[config.mk]
export PLATFORM = sky130hd
export DESIGN_NAME = dual_speech_codec_control
export DESIGN_NICKNAME = d
export VERILOG_FILES = /design/src/rtl/codec_pkg.sv /design/src/rtl/codec_link_if.sv /design/src/rtl/codec_channel.sv /design/src/rtl/dual_speech_codec_control.sv
export VERILOG_INCLUDE_DIRS = /design/src /design/src/rtl
export SDC_FILE = /design/constraint.sdc
export NUM_CORES = 1
export LEC_CHECK = 0
export BUFFER_PORTS_ARGS = -buffer_cell sky130_fd_sc_hd__buf_2
export CORE_AREA = 10 10 199 201
export CTS_CLUSTER_SIZE = 24
export DETAILED_ROUTE_END_ITERATION = 8
export DIE_AREA = 0 0 209 211
export GPL_TIMING_DRIVEN = 0
export PLACE_DENSITY = 0.74
export SLEW_MARGIN = 15
export SYNTH_ARGS = -nofsm -noshare
export SYNTH_HDL_FRONTEND = slang
export SYNTH_HIERARCHICAL = 1
export SYNTH_SLANG_ARGS = --single-unit
[constraint.sdc]
create_clock -name clk -period 7 [get_ports clk]
set_input_delay 0 -clock clk [delete_from_list [all_inputs] [get_ports clk]]
set_output_delay 0 -clock clk [all_outputs]
set_load 0.02 [all_outputs]
[src/rtl/codec_cfg.svh]
`ifndef CODEC_CFG_SVH
`define CODEC_CFG_SVH

`define CLK_PERIOD_NS    4
`define BIT_PERIOD_NS    1000
`define SAMPLE_PERIOD_NS 125000
`define BIT_CYCLES       (`BIT_PERIOD_NS / `CLK_PERIOD_NS)
`define SAMPLE_CYCLES    (`SAMPLE_PERIOD_NS / `CLK_PERIOD_NS)

`define IDX_LINE_VOL 8'hbb
`define IDX_HSET_VOL 8'hbc
`define IDX_DPATH    8'hc7
`define IDX_SYSMODE  8'hc8
`define IDX_CTEST    8'hc9
`define IDX_MTEST    8'hca
`define IDX_LINE_PCM 8'hcb
`define IDX_HSET_PCM 8'hcc
`define IDX_NONE     8'h00
`define REG_RESET    8'h00

`define VOL_DAC_MSB   7
`define VOL_DAC_LSB   6
`define VOL_ADC_BIT   3
`define DP_LINE_OVR   5
`define DP_LINE_SEL   4
`define DP_AMP_EN     2
`define DP_HSET_OVR   1
`define SM_MIC_SUPPLY 4

`define GAIN_LINE_LO  6'h07
`define GAIN_LINE_MID 6'h17
`define GAIN_LINE_HI  6'h23
`define GAIN_HSET_LO  6'h17
`define GAIN_HSET_HI  6'h23
`define GAIN_HSET_OVR 6'h07
`define GAIN_PREAMP   6'h0f

`define DEC_GAIN_MILLI 1436
`define DEC_GAIN_DIV   1000
`define PCM_POS_FS     16'h7fff
`define PCM_NEG_FS     16'h8000

`define RESP_OKAY   2'h0
`define RESP_SLVERR 2'h2

`endif

[src/rtl/codec_pkg.sv]
package codec_pkg;

	typedef struct packed {
		logic        awready;
		logic        wready;
		logic        arready;
		logic        aw_held;
		logic [11:0] aw_addr;
		logic        w_held;
		logic [31:0] w_data;
		logic [3:0]  w_strb;
		logic        bvalid;
		logic [1:0]  bresp;
		logic        rvalid;
		logic [31:0] rdata;
		logic [1:0]  rresp;
		logic [7:0]  line_vol;
		logic [7:0]  hset_vol;
		logic [7:0]  dpath;
		logic [7:0]  sysmode;
		logic [7:0]  ctest;
		logic [7:0]  mtest;
		logic [11:0] tick_cnt;
		logic        bit_tick;
		logic [15:0] gap;
		logic        seen;
	} top_state_t;

	typedef struct packed {
		logic [7:0]         bit_cnt;
		logic [7:0]         ones;
		logic signed [19:0] acc;
		logic [15:0]        tx_pcm_l;
		logic               loop;
		logic               mute;
		logic [15:0]        pcm;
		logic               pcm_valid;
		logic               tx_bit;
		logic [5:0]         rx_gain_db;
		logic [1:0]         dac_gain;
		logic               preamp_en;
		logic               sel_out;
	} chan_state_t;

endpackage

[src/rtl/codec_link_if.sv]
`timescale 1ns/1ps
interface codec_link_if;
	logic        bit_tick;
	logic [7:0]  vol;
	logic        ovr;
	logic        amp_en;
	logic        sel;
	logic        loopback;
	logic        mute;
	logic        rx_bit;
	logic [15:0] tx_pcm;
	logic [15:0] pcm;
	logic        pcm_valid;
	logic        tx_bit;
	logic [5:0]  rx_gain_db;
	logic [1:0]  dac_gain;
	logic        preamp_en;
	logic        sel_out;

	modport top (output bit_tick, vol, ovr, amp_en, sel, loopback, mute, rx_bit, tx_pcm,
		input pcm, pcm_valid, tx_bit, rx_gain_db, dac_gain, preamp_en, sel_out);
	modport chan (input bit_tick, vol, ovr, amp_en, sel, loopback, mute, rx_bit, tx_pcm,
		output pcm, pcm_valid, tx_bit, rx_gain_db, dac_gain, preamp_en, sel_out);
endinterface

[src/rtl/codec_channel.sv]
`timescale 1ns/1ps
`include "codec_cfg.svh"
module codec_channel #(
	parameter bit HANDSET   = 1'b0,
	parameter int DEC_RATIO = 125
) (
	input wire logic   clk,
	input wire logic   rst,
	codec_link_if.chan lnk
);
	localparam int POS_LIM = int'(signed'(`PCM_POS_FS));
	localparam int NEG_LIM = int'(signed'(`PCM_NEG_FS));
	localparam int DEC_K   = (POS_LIM * `DEC_GAIN_MILLI) / (`DEC_GAIN_DIV * DEC_RATIO);
	localparam logic [7:0]  LAST = 8'(DEC_RATIO - 1);
	localparam logic [7:0]  FULL = 8'(DEC_RATIO);
	localparam logic signed [19:0] FB_POS = 20'(POS_LIM);
	localparam logic signed [19:0] FB_NEG = 20'(NEG_LIM);

	codec_pkg::chan_state_t s;
	codec_pkg::chan_state_t n;
	logic                   in_bit;
	logic [7:0]             ones_new;
	logic signed [19:0]     acc_new;

	// Boxcar over one sample, then fixed gain; clips like the real filter
	function automatic logic [15:0] dec_scale(input logic [7:0] ones);
		int v;
		v = (2 * int'(ones) - DEC_RATIO) * DEC_K;
		if (v > POS_LIM)
			return `PCM_POS_FS;
		if (v < NEG_LIM)
			return `PCM_NEG_FS;
		return 16'(v);
	endfunction

	always_comb begin
		n = s;
		n.pcm_valid = 1'b0;
		in_bit = s.loop ? s.tx_bit : lnk.rx_bit;
		ones_new = s.ones + {7'h00, in_bit};
		acc_new = s.acc + {{4{s.tx_pcm_l[15]}}, s.tx_pcm_l} - (s.tx_bit ? FB_POS : FB_NEG);
		if (lnk.bit_tick) begin
			n.acc = acc_new;
			n.tx_bit = ~acc_new[19];
			if (s.bit_cnt == LAST) begin
				n.bit_cnt = 8'h00;
				n.ones = 8'h00;
				n.pcm = dec_scale(ones_new);
				n.pcm_valid = 1'b1;
				// Settings move only here, so a sample never mixes two gains
				n.tx_pcm_l = lnk.mute ? 16'h0000 : lnk.tx_pcm;
				n.loop = lnk.loopback;
				n.mute = lnk.mute;
				n.sel_out = lnk.sel;
				n.dac_gain = lnk.vol[`VOL_DAC_MSB:`VOL_DAC_LSB];
				if (HANDSET) begin
					n.preamp_en = lnk.amp_en & ~lnk.ovr;
					if (lnk.ovr)
						n.rx_gain_db = `GAIN_HSET_OVR;
					else
						n.rx_gain_db = (lnk.vol[`VOL_ADC_BIT] ? `GAIN_HSET_HI : `GAIN_HSET_LO)
							+ (lnk.amp_en ? `GAIN_PREAMP : 6'h00);
				end else begin
					n.preamp_en = 1'b0;
					if (lnk.ovr)
						n.rx_gain_db = `GAIN_LINE_HI;
					else
						n.rx_gain_db = lnk.vol[`VOL_ADC_BIT] ? `GAIN_LINE_MID : `GAIN_LINE_LO;
				end
			end else begin
				n.bit_cnt = s.bit_cnt + 8'h01;
				n.ones = ones_new;
			end
		end
	end

	always_ff @(posedge clk) begin
		if (rst)
			s <= '0;
		else
			s <= n;
	end

	assign lnk.pcm        = s.pcm;
	assign lnk.pcm_valid  = s.pcm_valid;
	assign lnk.tx_bit     = s.tx_bit;
	assign lnk.rx_gain_db = s.rx_gain_db;
	assign lnk.dac_gain   = s.dac_gain;
	assign lnk.preamp_en  = s.preamp_en;
	assign lnk.sel_out    = s.sel_out;
endmodule

[src/rtl/dual_speech_codec_control.sv]
`timescale 1ns/1ps
`include "codec_cfg.svh"
module dual_speech_codec_control #(
	parameter int BIT_CYCLES    = `BIT_CYCLES,
	parameter int SAMPLE_CYCLES = `SAMPLE_CYCLES
) (
	input  wire logic              clk,
	input  wire logic              rst,
	input  wire logic [11:0]       awaddr,
	input  wire logic              awvalid,
	output wire logic              awready,
	input  wire logic [31:0]       wdata,
	input  wire logic [3:0]        wstrb,
	input  wire logic              wvalid,
	output wire logic              wready,
	output wire logic [1:0]        bresp,
	output wire logic              bvalid,
	input  wire logic              bready,
	input  wire logic [11:0]       araddr,
	input  wire logic              arvalid,
	output wire logic              arready,
	output wire logic [31:0]       rdata,
	output wire logic [1:0]        rresp,
	output wire logic              rvalid,
	input  wire logic              rready,
	input  wire logic [1:0]        rx_bit,
	input  wire logic [1:0][15:0]  tx_pcm,
	output wire logic [1:0]        tx_bit,
	output wire logic [1:0][15:0]  rx_pcm,
	output wire logic [1:0]        rx_pcm_valid,
	output wire logic [1:0][5:0]   rx_gain_db,
	output wire logic [1:0][1:0]   dac_gain,
	output wire logic              preamp_enable,
	output wire logic              line_input_select,
	output wire logic              mic_supply_enable
);
	localparam int          DEC_RATIO = SAMPLE_CYCLES / BIT_CYCLES;
	localparam logic [11:0] TICK_LAST = 12'(BIT_CYCLES - 1);
	localparam logic [15:0] GAP_LAST  = 16'(SAMPLE_CYCLES - 1);

	codec_pkg::top_state_t s;
	codec_pkg::top_state_t n;
	logic                  wr_go;

	// Out-of-window addresses fold onto an unmapped index
	function automatic logic [7:0] reg_idx(input logic [11:0] a);
		return (a[11:10] == 2'h0 && a[1:0] == 2'h0) ? a[9:2] : `IDX_NONE;
	endfunction

	function automatic logic mapped(input logic [7:0] idx);
		case (idx)
			`IDX_LINE_VOL, `IDX_HSET_VOL, `IDX_DPATH, `IDX_SYSMODE,
			`IDX_CTEST, `IDX_MTEST, `IDX_LINE_PCM, `IDX_HSET_PCM: return 1'b1;
			default: return 1'b0;
		endcase
	endfunction

	codec_link_if lnk [2] ();

	always_comb begin
		n = s;
		n.bit_tick = 1'b0;
		if (s.tick_cnt == TICK_LAST) begin
			n.tick_cnt = 12'h000;
			n.bit_tick = 1'b1;
		end else begin
			n.tick_cnt = s.tick_cnt + 12'h001;
		end
		if (lnk[0].pcm_valid) begin
			n.gap = 16'h0000;
			n.seen = 1'b1;
		end else begin
			n.gap = s.gap + 16'h0001;
		end

		if (s.awready && awvalid) begin
			n.aw_held = 1'b1;
			n.aw_addr = awaddr;
		end
		if (s.wready && wvalid) begin
			n.w_held = 1'b1;
			n.w_data = wdata;
			n.w_strb = wstrb;
		end
		if (s.bvalid && bready)
			n.bvalid = 1'b0;
		wr_go = s.aw_held && s.w_held && !s.bvalid;
		if (wr_go) begin
			n.aw_held = 1'b0;
			n.w_held = 1'b0;
			n.bvalid = 1'b1;
			n.bresp = mapped(reg_idx(s.aw_addr)) ? `RESP_OKAY : `RESP_SLVERR;
			// Writable registers are one byte wide; only lane 0 carries them
			if (s.w_strb[0]) begin
				case (reg_idx(s.aw_addr))
					`IDX_LINE_VOL: n.line_vol = s.w_data[7:0];
					`IDX_HSET_VOL: n.hset_vol = s.w_data[7:0];
					`IDX_DPATH:    n.dpath = s.w_data[7:0];
					`IDX_SYSMODE:  n.sysmode = s.w_data[7:0];
					`IDX_CTEST:    n.ctest = s.w_data[7:0];
					`IDX_MTEST:    n.mtest = s.w_data[7:0];
					default: ;
				endcase
			end
		end
		n.awready = !n.aw_held;
		n.wready = !n.w_held;

		if (s.rvalid && rready)
			n.rvalid = 1'b0;
		if (s.arready && arvalid) begin
			n.rvalid = 1'b1;
			n.rresp = `RESP_OKAY;
			n.rdata = 32'h0000_0000;
			case (reg_idx(araddr))
				`IDX_LINE_VOL: n.rdata[7:0] = s.line_vol;
				`IDX_HSET_VOL: n.rdata[7:0] = s.hset_vol;
				`IDX_DPATH:    n.rdata[7:0] = s.dpath;
				`IDX_SYSMODE:  n.rdata[7:0] = s.sysmode;
				`IDX_CTEST:    n.rdata[7:0] = s.ctest;
				`IDX_MTEST:    n.rdata[7:0] = s.mtest;
				`IDX_LINE_PCM: n.rdata[15:0] = lnk[0].pcm;
				`IDX_HSET_PCM: n.rdata[15:0] = lnk[1].pcm;
				default:       n.rresp = `RESP_SLVERR;
			endcase
		end
		n.arready = !n.rvalid;
	end

	always_ff @(posedge clk) begin
		if (rst) begin
			s <= '0;
			s.line_vol <= `REG_RESET;
			s.hset_vol <= `REG_RESET;
			s.dpath <= `REG_RESET;
			s.ctest <= `REG_RESET;
			s.mtest <= `REG_RESET;
		end else begin
			s <= n;
		end
	end

	// Index 0 is the line codec, index 1 the handset codec
	for (genvar i = 0; i < 2; i++) begin : g_codec
		codec_channel #(
			.HANDSET   (i == 1),
			.DEC_RATIO (DEC_RATIO)
		) u_chan (
			.clk (clk),
			.rst (rst),
			.lnk (lnk[i])
		);
		assign lnk[i].bit_tick = s.bit_tick;
		assign lnk[i].vol = (i == 0) ? s.line_vol : s.hset_vol;
		assign lnk[i].ovr = (i == 0) ? s.dpath[`DP_LINE_OVR] : s.dpath[`DP_HSET_OVR];
		assign lnk[i].amp_en = (i == 1) && s.dpath[`DP_AMP_EN];
		assign lnk[i].sel = (i == 0) && s.dpath[`DP_LINE_SEL];
		assign lnk[i].loopback = s.ctest[i];
		assign lnk[i].mute = s.mtest[i];
		assign lnk[i].rx_bit = rx_bit[i];
		assign lnk[i].tx_pcm = tx_pcm[i];
		assign tx_bit[i] = lnk[i].tx_bit;
		assign rx_pcm[i] = lnk[i].pcm;
		assign rx_pcm_valid[i] = lnk[i].pcm_valid;
		assign rx_gain_db[i] = lnk[i].rx_gain_db;
		assign dac_gain[i] = lnk[i].dac_gain;
	end

	assign awready           = s.awready;
	assign wready            = s.wready;
	assign bvalid            = s.bvalid;
	assign bresp             = s.bresp;
	assign arready           = s.arready;
	assign rvalid            = s.rvalid;
	assign rdata             = s.rdata;
	assign rresp             = s.rresp;
	assign preamp_enable     = lnk[1].preamp_en;
	assign line_input_select = lnk[0].sel_out;
	assign mic_supply_enable = s.sysmode[`SM_MIC_SUPPLY];
endmodule

==> results.py <==
metrics = {
    "pwr": {
        "netSwitchingPower_mw": 0.820,
        "max-vdd-ir-drop_mv": 0.219,
        "leakage_nw": 9.35,
        "powerDensity_nw_per_um2": 159,
        "p_comb_share_pct": 7.0,
        "p_int_mw": 2.66,
        "clkPwrFrac_pct": 49.5,
        "switching_share_pct": 23.6,
        "seq_power_share_pct": 43.6,
    },
    "synthesis": {
        "synthCells": 2120,
        "syn_area_per_cell_sq_um": 8.58,
        "synth_warnings": 6,
        "syn-cell-area_sq_um": 18200,
    },
    "sta": {
        "fin_crit_ns": 6.71,
        "fmax_mhz": 149,
        "tightest_slew_ns": 0.958,
        "drv_slew": 0,
        "setup_viol": 0,
        "max-slew-margin-rel_pct": 35.6,
        "fin_ws_ns": 0.290,
        "hold_violations": 0,
        "post-route-period-util_pct": 95.9,
        "clock_skew_ns": 0.0168,
    },
    "worst_setup_path": {
        "slowest_delay_ns": 0.51,
        "end_kind": "register",
        "rr_startpoint": "g_codec[0].u_chan/s[29]",
        "cp_slowest_cell": "fa_1",
        "path_class": "reg -> reg",
        "critical_path_arrival_ns": 7.20,
        "crit_path_end": "g_codec[0].u_chan/lnk.pcm[11]",
        "cp.required_ns": 7.49,
        "cp-startpoint": "g_codec[0].u_chan/s[29]",
        "cp_max_fo": 10,
        "cp_num_cells": 25,
        "r2r_cells": 25,
        "cp_common_cell": "inv_1",
        "path_buf_inv": 5,
        "r2r_slack_ns": 0.29,
        "crit_family": "adder cells",
        "r2r-end": "g_codec[0].u_chan/lnk.pcm[11]",
        "worstSetupStartpointType": "register",
    },
    "drt": {
        "wirelength_um": 50700,
        "drc_errors": 0,
        "drtIter0Drc": 1134,
        "dr.pass1.iters": 6,
        "vias": 15900,
        "wl_per_cell_um": 17.5,
        "detail-route-antenna-nets": 0,
        "viasPerCell": 5.49,
    },
    "die": {
        "dieArea_sq_um": 44100,
        "coreArea_sq_um": 35400,
        "ios": 197,
        "row_count": 69,
        "start_util_pct": 51.4,
        "die_h_um": 211,
        "die_width_um": 209,
    },
    "clocking": {
        "clock_latency_ns": 0.57,
        "cts_buffers": 30,
        "cts_tree": "done",
        "clk_pin_slew_ns": 0.06,
        "htreeDepth": 1,
        "max-clock-path-buffers": 3,
        "clkSinkCount": 261,
        "cts_root_buffer": "clkbuf_16",
    },
    "job": {
        "maxCapViolations": 0,
    },
    "global_route": {
        "grt_pass1_wl_um": 80800,
        "grt_overflow_total": 0,
        "grt_max_degree": 18,
        "antenna_found_initial": 1,
        "grt_use_total_pct": 22.0,
        "grt_pass1_vias": 15600,
    },
    "placement": {
        "place_ws_ns": -1.19,
        "dp.final_hpwl_um": 38300,
        "place_congestion": 0.940,
        "port_buffers": 150,
    },
    "layout": {
        "final_util_pct": 61.9,
        "area.growth.synth_to_final_pct": 20.5,
        "final_nets": 2711,
        "layout-drive-gt1-share_pct": 18.3,
    },
    "worst_hold_path": {
        "holdCritPathClass": "in -> reg",
    },
    "run_status": {
        "status": "finished clean",
    },
}
[worst min-delay path by stage]
stage                from                              end  slack [ns]  depth (start not counted)
3_3_place_gp    tx_pcm[6]          g_codec[0].u_chan/s[36]        0.19                          3
2_1_floorplan         rst  g_codec[0].u_chan/lnk.pcm_valid        0.10                          1
6_report           wvalid                           wready        0.02                          4
5_1_grt         araddr[3]                         rdata[6]        0.08                          5
4_1_cts            wvalid                           wready       0.009                          4
3_5_place_dp   tx_pcm[14]          g_codec[0].u_chan/s[44]        0.20                          3
[power by group through the flow]
| stage | Sequential, mW | Clock (mW) | Combinational, mW |
|---|---|---|---|
| 6_report | 1.51 | 1.72 | 0.242 |
| 5_1_grt | 1.52 | 1.80 | 0.264 |
| 4_1_cts | 1.51 | 1.74 | 0.236 |
| 3_5_place_dp | 1.55 | 0 | 0.203 |
| 3_3_place_gp | 1.55 | 0 | 0.199 |
| 2_1_floorplan | 1.54 | 0 | 0.132 |
[metrics by stage]
step | cell area, sq um | TNS (ns) | instances | power [mW] | hold WS (ns)
4_1_cts | 21700 | 0 | 2884 | 3.49 | 0.00909
5_1_grt | 21900 | -0.138 | 2900 | 3.58 | 0.0847
2_1_floorplan | 18300 | 0 | 2137 | 1.68 | 0.104
6_report | 21900 | 0 | 2901 | 3.48 | 0.0225
3_3_place_gp | 19600 | -24.49 | 2748 | 1.75 | 0.195
3_5_place_dp | 19600 | -30.15 | 2748 | 1.75 | 0.198
[worst min-delay path, delay by kind of cell]
family	cells	cell delay (ns)
buffers and inverters	1	0.09
and+or+nand+nor	2	0.39
AOI/OAI and AO/OA	1	0.06
[area by class of cell]
class | instances | area [sq um]
repair buffers | 246 | 1660
diodes | 2 | 5.00
clock buffers | 39 | 866
clock inverters | 17 | 233
multi-input cells | 1504 | 11500
well taps | 461 | 577
inverters | 205 | 773
plain buffers | 166 | 1030
flip-flops and latches | 261 | 5230
fillers | 3071 | 13500
[routing by layer]
layer	wire length [um]	share of wire, %	global-route usage [%]	up-vias
met5	0	0	0	-
met1	22300	44	28.9	7639
met4	1350	2.7	6.75	0
met3	3320	6.5	3.47	79
met2	23700	47	36.6	458
li1	-	-	-	7743
[repair_timing]
action                                 in CTS  in global routing
setup endpoints to repair                  28                 28
buffers inserted                            9                 15
gates resized for setup                    34                 28
hold buffers                               72                  0
endpoints found under the hold margin      62                  0
pin swaps                                   6                  9
[flip-flops by register name (all words and copies together) (netlist names), 2 cells and up]
name / count
lnk.loopback: 2
g_codec.u_chan/lnk.tx_bit: 2
g_codec.u_chan/lnk.pcm: 28
g_codec.u_chan/s: 106
g_codec.u_chan/lnk.dac_gain: 4
g_codec.u_chan/lnk.rx_gain_db: 10
rdata: 16
lnk.vol: 16
s: 58
g_codec.u_chan/lnk.pcm_valid: 2
lnk.ovr: 2
lnk.mute: 2
[cell usage in the layout (no fill, tap or decap), types with 17 or more instances in the layout]
cell type and instances:
dfxtp_1 259, nor2_1 218, inv_1 202, nand2_1 191, buf_2 157, a21oi_1 146
ha_1 112, buf_4 111, fa_1 78, mux2i_1 74, dlygate4sd3_1 72, xnor2_1 59
clkbuf_1 55, nor3_1 49, o21ai_0 49, xor2_1 41, nand3_1 31, clkbuf_16 31
a221oi_1 24, nand3b_1 23, a22oi_1 21, a21o_1 21, and2_1 19, conb_1 19
and3_1 18, nor2b_1 17
No activity file was read; power rests on OpenSTA's default activity.
